===== src/tap_ext_defines.vh =====
// constants for the tap observation and extension port
`ifndef TAP_EXT_DEFINES_VH
`define TAP_EXT_DEFINES_VH
`define ST_RESET      4'hF
`define ST_IDLE       4'hC
`define ST_SEL_DR     4'h7
`define ST_CAP_DR     4'h6
`define ST_SHIFT_DR   4'h2
`define ST_EXIT1_DR   4'h1
`define ST_PAUSE_DR   4'h3
`define ST_EXIT2_DR   4'h0
`define ST_UPD_DR     4'h5
`define ST_SEL_IR     4'h4
`define ST_CAP_IR     4'hE
`define ST_SHIFT_IR   4'hA
`define ST_EXIT1_IR   4'h9
`define ST_PAUSE_IR   4'hB
`define ST_EXIT2_IR   4'h8
`define ST_UPD_IR     4'hD
`define IR_EXTEST     4'h0
`define IR_SCAN_N     4'h2
`define IR_INTEST     4'hC
`define IR_IDCODE     4'hE
`define IR_BYPASS     4'hF
`define IR_RESET_VAL  4'hE
`define CHAIN_RESET_VAL 4'h0
`define CHAIN_ZERO    4'h0
`define IDCODE_VAL    32'h0000_0001 // arbitrary id value
`endif


===== src/tap_scan_chain_extension_port.v =====
// tap controller with state, instruction and scan chain observation outputs
`timescale 1ns/100ps
`include "tap_ext_defines.vh"
// What this block does
// - tap_instr_out shows the held instruction and updates in the update-dr and test-logic-reset states.
// - selected_chain_id shows the selected chain and changes in the update-dr and test-logic-reset states.
// - tap_state_out shows the controller state and changes only on test clock steps and on a low test_reset_n.
// - capture_state_flag is high exactly in a capture state.
// - shift_state_flag is high exactly in a shift state.
// - update_state_flag is high exactly in an update state.
// - capture, shift, update, intest and extest flags are active only with chain 0 selected.
// - ext_chain_serial_out carries the serial data for the external chain.
// - ext_chain_serial_return is routed onto the single test data output except in shift-ir and while IR_IDCODE, IR_SCAN_N or IR_BYPASS is held.
// - a low test_reset_n resets the controller state, the held instruction and the chain number.
// - ref_clk_i is the only clock; test timing comes from enables.
module tap_scan_chain_extension_port (
    input wire ref_clk_i,
    input wire rstn_i,
    input wire test_reset_n_i,
    input wire test_clock_enable_i,
    input wire test_mode_select_i,
    input wire test_serial_in_i,
    input wire ext_chain_serial_return_i,
    output reg [3:0] tap_instr_out_o,
    output reg [3:0] selected_chain_id_o,
    output reg [3:0] tap_state_out_o,
    output reg capture_state_flag_o,
    output reg shift_state_flag_o,
    output reg update_state_flag_o,
    output reg internal_test_flag_o,
    output reg external_test_flag_o,
    output reg ext_chain_serial_out_o,
    output reg test_serial_out_o,
    output reg test_out_enable_n_o
);

    // pin synchronisers
    reg [1:0] trst_sync;
    reg [1:0] tcken_sync;
    reg [1:0] tms_sync;
    reg [1:0] tdi_sync;
    reg [1:0] ret_sync;
    wire trst_n = trst_sync[1];
    wire step = tcken_sync[1];
    wire tms = tms_sync[1];
    wire tdi = tdi_sync[1];
    wire ret = ret_sync[1];

    reg [3:0] state;
    reg [3:0] next_state;
    reg [3:0] ir_shift;
    reg [3:0] chain_shift;
    reg [31:0] id_shift;
    reg bypass_bit;
    reg [3:0] ir;
    reg [3:0] chain;
    reg next_tdo;
    reg [3:0] next_instr_out;
    reg next_capture_flag;
    reg next_shift_flag;
    reg next_update_flag;
    reg next_intest_flag;
    reg next_extest_flag;
    reg next_out_enable_n;

    // capture-dr or capture-ir
    function is_capture;
        input [3:0] code;
        begin
            is_capture = (code == `ST_CAP_DR) || (code == `ST_CAP_IR);
        end
    endfunction

    // shift-dr or shift-ir
    function is_shift;
        input [3:0] code;
        begin
            is_shift = (code == `ST_SHIFT_DR) || (code == `ST_SHIFT_IR);
        end
    endfunction

    // update-dr or update-ir
    function is_update;
        input [3:0] code;
        begin
            is_update = (code == `ST_UPD_DR) || (code == `ST_UPD_IR);
        end
    endfunction

    // scan chain 0 selected
    function is_chain_zero;
        input [3:0] id;
        begin
            is_chain_zero = (id == `CHAIN_ZERO);
        end
    endfunction

    // instruction selects the chain number register
    function is_scan_n;
        input [3:0] code;
        begin
            is_scan_n = (code == `IR_SCAN_N);
        end
    endfunction

    // states in which the instruction view is refreshed
    function shows_instr;
        input [3:0] code;
        begin
            shows_instr = (code == `ST_UPD_DR) || (code == `ST_RESET);
        end
    endfunction

    always @(posedge ref_clk_i or negedge rstn_i) begin
        if (!rstn_i) begin
            trst_sync <= 2'h0;
            tcken_sync <= 2'h0;
            tms_sync <= 2'h3;
            tdi_sync <= 2'h0;
            ret_sync <= 2'h0;
        end else begin
            trst_sync <= {trst_sync[0], test_reset_n_i};
            tcken_sync <= {tcken_sync[0], test_clock_enable_i};
            tms_sync <= {tms_sync[0], test_mode_select_i};
            tdi_sync <= {tdi_sync[0], test_serial_in_i};
            ret_sync <= {ret_sync[0], ext_chain_serial_return_i};
        end
    end

    // state transition
    always @* begin
        case (state)
            `ST_RESET: next_state = tms ? `ST_RESET : `ST_IDLE;
            `ST_IDLE: next_state = tms ? `ST_SEL_DR : `ST_IDLE;
            `ST_SEL_DR: next_state = tms ? `ST_SEL_IR : `ST_CAP_DR;
            `ST_CAP_DR: next_state = tms ? `ST_EXIT1_DR : `ST_SHIFT_DR;
            `ST_SHIFT_DR: next_state = tms ? `ST_EXIT1_DR : `ST_SHIFT_DR;
            `ST_EXIT1_DR: next_state = tms ? `ST_UPD_DR : `ST_PAUSE_DR;
            `ST_PAUSE_DR: next_state = tms ? `ST_EXIT2_DR : `ST_PAUSE_DR;
            `ST_EXIT2_DR: next_state = tms ? `ST_UPD_DR : `ST_SHIFT_DR;
            `ST_UPD_DR: next_state = tms ? `ST_SEL_DR : `ST_IDLE;
            `ST_SEL_IR: next_state = tms ? `ST_RESET : `ST_CAP_IR;
            `ST_CAP_IR: next_state = tms ? `ST_EXIT1_IR : `ST_SHIFT_IR;
            `ST_SHIFT_IR: next_state = tms ? `ST_EXIT1_IR : `ST_SHIFT_IR;
            `ST_EXIT1_IR: next_state = tms ? `ST_UPD_IR : `ST_PAUSE_IR;
            `ST_PAUSE_IR: next_state = tms ? `ST_EXIT2_IR : `ST_PAUSE_IR;
            `ST_EXIT2_IR: next_state = tms ? `ST_UPD_IR : `ST_SHIFT_IR;
            `ST_UPD_IR: next_state = tms ? `ST_SEL_DR : `ST_IDLE;
            default: next_state = `ST_RESET;
        endcase
    end

    // controller state, one move per enabled step
    always @(posedge ref_clk_i or negedge rstn_i) begin
        if (!rstn_i) begin
            state <= `ST_RESET;
        end else if (!trst_n) begin
            state <= `ST_RESET;
        end else if (step) begin
            state <= next_state;
        end
    end

    // instruction shift and hold registers
    always @(posedge ref_clk_i or negedge rstn_i) begin
        if (!rstn_i) begin
            ir_shift <= 4'h0;
            ir <= `IR_RESET_VAL;
        end else if (!trst_n) begin
            ir <= `IR_RESET_VAL;
        end else if (step) begin
            case (state)
                `ST_RESET: ir <= `IR_RESET_VAL;
                `ST_CAP_IR: ir_shift <= 4'h1;
                `ST_SHIFT_IR: ir_shift <= {tdi, ir_shift[3:1]};
                `ST_UPD_IR: ir <= ir_shift;
                default: ir_shift <= ir_shift;
            endcase
        end
    end

    // data registers and chain number
    always @(posedge ref_clk_i or negedge rstn_i) begin
        if (!rstn_i) begin
            chain_shift <= 4'h0;
            id_shift <= 32'h0000_0000;
            bypass_bit <= 1'b0;
            chain <= `CHAIN_RESET_VAL;
        end else if (!trst_n) begin
            chain <= `CHAIN_RESET_VAL;
        end else if (step) begin
            case (state)
                `ST_RESET: chain <= `CHAIN_RESET_VAL;
                `ST_CAP_DR: begin
                    id_shift <= `IDCODE_VAL;
                    bypass_bit <= 1'b0;
                    chain_shift <= chain;
                end
                `ST_SHIFT_DR: begin
                    id_shift <= {tdi, id_shift[31:1]};
                    bypass_bit <= tdi;
                    chain_shift <= {tdi, chain_shift[3:1]};
                end
                `ST_UPD_DR: begin
                    if (is_scan_n(ir)) begin
                        chain <= chain_shift;
                    end
                end
                default: begin
                    bypass_bit <= bypass_bit;
                end
            endcase
        end
    end

    // serial data routed to the single test data output
    always @* begin
        if (state == `ST_SHIFT_IR) begin
            next_tdo = ir_shift[0];
        end else if (ir == `IR_IDCODE) begin
            next_tdo = id_shift[0];
        end else if (is_scan_n(ir)) begin
            next_tdo = chain_shift[0];
        end else if (ir == `IR_BYPASS) begin
            next_tdo = bypass_bit;
        end else begin
            next_tdo = ret;
        end
    end

    // instruction view follows ir only in update-dr or test-logic-reset
    always @* begin
        if (shows_instr(state)) begin
            next_instr_out = ir;
        end else begin
            next_instr_out = tap_instr_out_o;
        end
    end

    // decoded flags, gated by chain 0, and the ungated output enable
    always @* begin
        next_capture_flag = is_chain_zero(chain) && is_capture(state);
        next_shift_flag = is_chain_zero(chain) && is_shift(state);
        next_update_flag = is_chain_zero(chain) && is_update(state);
        next_intest_flag = is_chain_zero(chain) && (next_instr_out == `IR_INTEST);
        next_extest_flag = is_chain_zero(chain) && (next_instr_out == `IR_EXTEST);
        next_out_enable_n = !is_shift(state);
    end

    // instruction view
    always @(posedge ref_clk_i or negedge rstn_i) begin
        if (!rstn_i) begin
            tap_instr_out_o <= `IR_RESET_VAL;
        end else begin
            tap_instr_out_o <= next_instr_out;
        end
    end

    // chain number and controller state view
    always @(posedge ref_clk_i or negedge rstn_i) begin
        if (!rstn_i) begin
            selected_chain_id_o <= `CHAIN_RESET_VAL;
            tap_state_out_o <= `ST_RESET;
        end else begin
            selected_chain_id_o <= chain;
            tap_state_out_o <= state;
        end
    end

    // chain-0 gated state and test flags
    always @(posedge ref_clk_i or negedge rstn_i) begin
        if (!rstn_i) begin
            capture_state_flag_o <= 1'b0;
            shift_state_flag_o <= 1'b0;
            update_state_flag_o <= 1'b0;
            internal_test_flag_o <= 1'b0;
            external_test_flag_o <= 1'b0;
        end else begin
            capture_state_flag_o <= next_capture_flag;
            shift_state_flag_o <= next_shift_flag;
            update_state_flag_o <= next_update_flag;
            internal_test_flag_o <= next_intest_flag;
            external_test_flag_o <= next_extest_flag;
        end
    end

    // serial data towards the external chain
    always @(posedge ref_clk_i or negedge rstn_i) begin
        if (!rstn_i) begin
            ext_chain_serial_out_o <= 1'b0;
        end else begin
            ext_chain_serial_out_o <= tdi;
        end
    end

    // test data output and its enable
    always @(posedge ref_clk_i or negedge rstn_i) begin
        if (!rstn_i) begin
            test_serial_out_o <= 1'b0;
            test_out_enable_n_o <= 1'b1;
        end else begin
            if (step) begin
                test_serial_out_o <= next_tdo;
            end
            test_out_enable_n_o <= next_out_enable_n;
        end
    end

endmodule // tap_scan_chain_extension_port


===== config.mk =====
export PLATFORM = sky130hd
export DESIGN_NAME = tap_scan_chain_extension_port
export DESIGN_NICKNAME = d
export VERILOG_FILES = /design/src/tap_scan_chain_extension_port.v
export VERILOG_INCLUDE_DIRS = /design/src /design/src/src
export SDC_FILE = /design/constraint.sdc
export NUM_CORES = 1
export LEC_CHECK = 0
export ABC_AREA = 1
export BUFFER_PORTS_ARGS = -buffer_cell sky130_fd_sc_hd__buf_2
export CAP_MARGIN = 15
export CORE_ASPECT_RATIO = 1.75
export CORE_MARGIN = 2
export CORE_UTILIZATION = 40
export CTS_BUF_LIST = sky130_fd_sc_hd__clkbuf_2
export CTS_CLUSTER_DIAMETER = 40
export DETAILED_ROUTE_END_ITERATION = 10
export GPL_TIMING_DRIVEN = 0
export PLACE_DENSITY = 0.55
export SYNTH_ARGS = -nofsm -noshare
export SYNTH_HDL_FRONTEND = slang
export SYNTH_SLANG_ARGS = --single-unit

===== constraint.sdc =====
create_clock -name ref_clk_i -period 5 [get_ports ref_clk_i]
set_clock_uncertainty 0.15 [all_clocks]
set_input_delay 0 -clock ref_clk_i [delete_from_list [all_inputs] [get_ports ref_clk_i]]
set_output_delay 0 -clock ref_clk_i [all_outputs]
set_load 0.05 [all_outputs]

==> qor.yml <==
pwr:
  internal-power_uw: 999
  power.switching_uw: 687
  peakVddDrop_mv: 0.128
  p_comb_share_pct: 32.6
  switching_share_pct: 40.7
  finalPower_mw: 1.69
  leakagePower_nw: 1.83
  seq_power_share_pct: 50.7
  pwr_density_cell_nw_per_um2: 452
  pwr-share-clk_pct: 16.7
routing:
  firstDrtPassIters: 4
  drc: 0
  vias: 2328
  vias_per_cell: 4.90
  antenna_left: 0
  wire_per_inst_um: 12.9
  drtIter0Drc: 46
  wl_um: 6110
synth:
  synthCells: 329
  yosysSeqAreaShare_pct: 64.1
  syn-mean-instance-area_um2: 9.84
  synth.net_count: 336
  ys_warn_count: 0
  syn-cell-area_um2: 3240
  ys_ff_latch: 82
  yosysUniqueCellTypes: 26
final_layout:
  areaGrowthSynthToFinish_pct: 15.3
  nNetsFinal: 387
  multi_input_comb_area_um2: 848
  regArea_um2: 2070
  fillers: 788
  drive_above_1_share_pct: 19.5
  antenna_cells: 0
clocking:
  cts_root_buf: "clkbuf_2"
  h-tree-depth: 3
  numCtsBuffers: 9
  clk_path_buf_depth: 2
  clk_pin_slew_worst_paths_ns: 0.20
  cts_sinks: 82
  cts_tree: "done"
  insertion_delay_ns: 0.55
  cts_resized: 0
global_route:
  grt_pass1_wl_um: 10400
  track_usage_pct: 15.8
  grt_pass1_vias: 2257
  antenna_found_initial: 0
  grt_start_max_net_pins: 51
  grt_overflow: 0
placed_design:
  hpwlAfterDp_um: 4420
  gp_congestion: 0.884
  portBuffers: 26
timing:
  fin_crit_sh_pct: 38.9
  report.final.slew_viol_count: 0
  period_minus_slack_ns: 1.94
  worst_slew_pin_slew_ns: 0.543
  finalSetupViolCount: 0
  slew-limit-headroom_pct: 63.5
  hold_violations: 0
  rsz0062_at_grt: "false"
  holdWs_ns: 0.222
  timing.fmax_mhz: 514
  fin_tns_setup_ns: 0
min_path:
  min-delay-start: "tdi_sync[0]"
  hold_path.class: "reg -> reg"
  hold_path_depth: 0
worst_setup_path:
  cp_common_cell: "nand2_1"
  cp-end-kind: "flip-flop"
  reg2reg_depth: 8
  required_ns: 5.30
  cp.arrival_ns: 2.24
  path_class: "reg -> reg"
  cp.depth: 8
  start_kind: "flip-flop"
  cp_slowest_cell: "dfstp_2"
  path_buf_inv: 2
  startpoint: "is_capture.code[2]"
  crit_fanout: 8
  r2r_start: "is_capture.code[2]"
  worstPathCellList: "buf_2 -> inv_1 -> nor2_1 -> nand2_1 -> nand2_2 -> nand3_1 -> nand2_1 -> o21ai_0"
  max_stage_delay_ns: 0.57
  critPathTopFamily: "simple AND/OR/NAND/NOR gates"
floorplanning:
  io_pins: 27
  die_area_um2: 8860
  die_w_um: 72
  num_rows: 43
  die_y_um: 123
  design.core.area_um2: 7910
  start_util_pct: 40.9
run_status:
  status: "finished, final reports clean"
flow_run:
  cap_violations: 0
flip-flops by register name, summed over array words and instances, names as in the netlist:
register	flops
selected_chain_id_o	4
capture_state_flag_o	1
internal_test_flag_o	1
shift_state_flag_o	1
ir_shift	4
chain_shift	4
chain	4
is_capture.code	4
test_serial_out_o	1
ext_chain_serial_out_o	1
ir	4
id_shift	32
tms_sync	2
update_state_flag_o	1
tdi_sync	2
ret_sync	2
tap_state_out_o	4
tcken_sync	2
trst_sync	2
external_test_flag_o	1
tap_instr_out_o	4
test_out_enable_n_o	1
path summary, 6_finish.rpt:
kind                                       end  slack (ns)
max in group asynchronous                ir[1]        4.02
min in group asynchronous       chain_shift[1]        0.35
worst min register to register     tdi_sync[1]        0.22
worst max-delay path                  chain[2]        3.06
worst max register to register        chain[2]        3.06
worst min-delay path               tdi_sync[1]        0.22
layout make-up:
class,instances,share of cell area [%]
Buffer,9,1.81
Sequential cell,82,55.5
Timing Repair Buffer,40,8.04
Multi-Input combinational cell,172,22.7
Clock inverter,6,0.905
Clock buffer,10,1.34
Inverter,66,6.64
Tap cell,90,3.02
cells by family (layout without fill, tap and decap cells):
logic type | after synthesis | after routing | synth area share (%)
AOI/OAI and AO/OA | 69 | 69 | 12.6
and+or+nand+nor | 103 | 103 | 13.6
buffers and inverters | 75 | 131 | 9.74
DFF | 82 | 82 | 64.1
per-stage QoR:
stage / util [%] / cells / worst slack, ns / cell area [µm²]
after floorplan: - / 329 / 3.37 / 3240
after detailed placement: 44.4 / 446 / 3.06 / 3510
after global routing: 47.2 / 475 / 2.84 / 3730
final: 47.2 / 475 / 3.06 / 3730
after CTS: 47.2 / 475 / 3.03 / 3730
after global placement: 44.0 / 445 / 3.06 / 3480
what timing repair did:
action                                 in CTS  in global routing
hold buffers                               13                  0
setup buffers                               0                  0
endpoints found under the hold margin      87                  0
placed cells by master, fill, tap and decap left out, types with 4 or more instances in the layout:
master,n
buf_2,28
nor2_1,29
dlygate4sd3_1,12
dfrtp_1,65
dfstp_2,17
o21ai_0,20
a21oi_1,5
inv_1,65
nor3_1,4
o22ai_1,37
clkbuf_2,10
nand2_1,48
nand3_1,13
layer usage:
metal | vias up | global-route usage (%) | wire, µm
li1 | 1175 | - | -
met1 | 1101 | 17.0 | 2450
met2 | 35 | 26.2 | 3190
met3 | 17 | 3.67 | 163
met4 | 0 | 12.3 | 310
met5 | - | 0 | 0
power groups by stage:
stage          Clock [mW]  Sequential [mW]  Combinational [mW]
2_1_floorplan           0             1.01               0.260
3_3_place_gp            0            0.867               0.538
3_5_place_dp            0            0.869               0.546
4_1_cts             0.297            0.856               0.556
5_1_grt             0.326            0.870               0.617
6_report            0.282            0.855               0.549
synth_stat cells:
cell | instances | area [µm²]
inv_2 | 1 | 3.75
a21oi_1 | 5 | 25.0
buf_6 | 3 | 33.8
o21ai_0 | 20 | 100
dfstp_2 | 17 | 447
nand3_1 | 13 | 65.1
nor3_4 | 1 | 16.3
nand2_1 | 48 | 180
nor3_1 | 4 | 20.0
nand2_2 | 2 | 12.5
a22oi_1 | 2 | 15.0
o21ai_1 | 1 | 5.00
nor2_2 | 1 | 6.26
nand3b_1 | 1 | 7.51
o21ai_2 | 1 | 8.76
nand4_1 | 3 | 18.8
dfrtp_1 | 65 | 1630
nor2_1 | 29 | 109
buf_4 | 2 | 15.0
buf_2 | 3 | 15.0
o211ai_1 | 2 | 15.0
o22ai_1 | 37 | 231
clkbuf_1 | 1 | 3.75
a31oi_1 | 1 | 6.26
or2_2 | 1 | 6.26
inv_1 | 65 | 244
(Power assumes the default switching activity.)
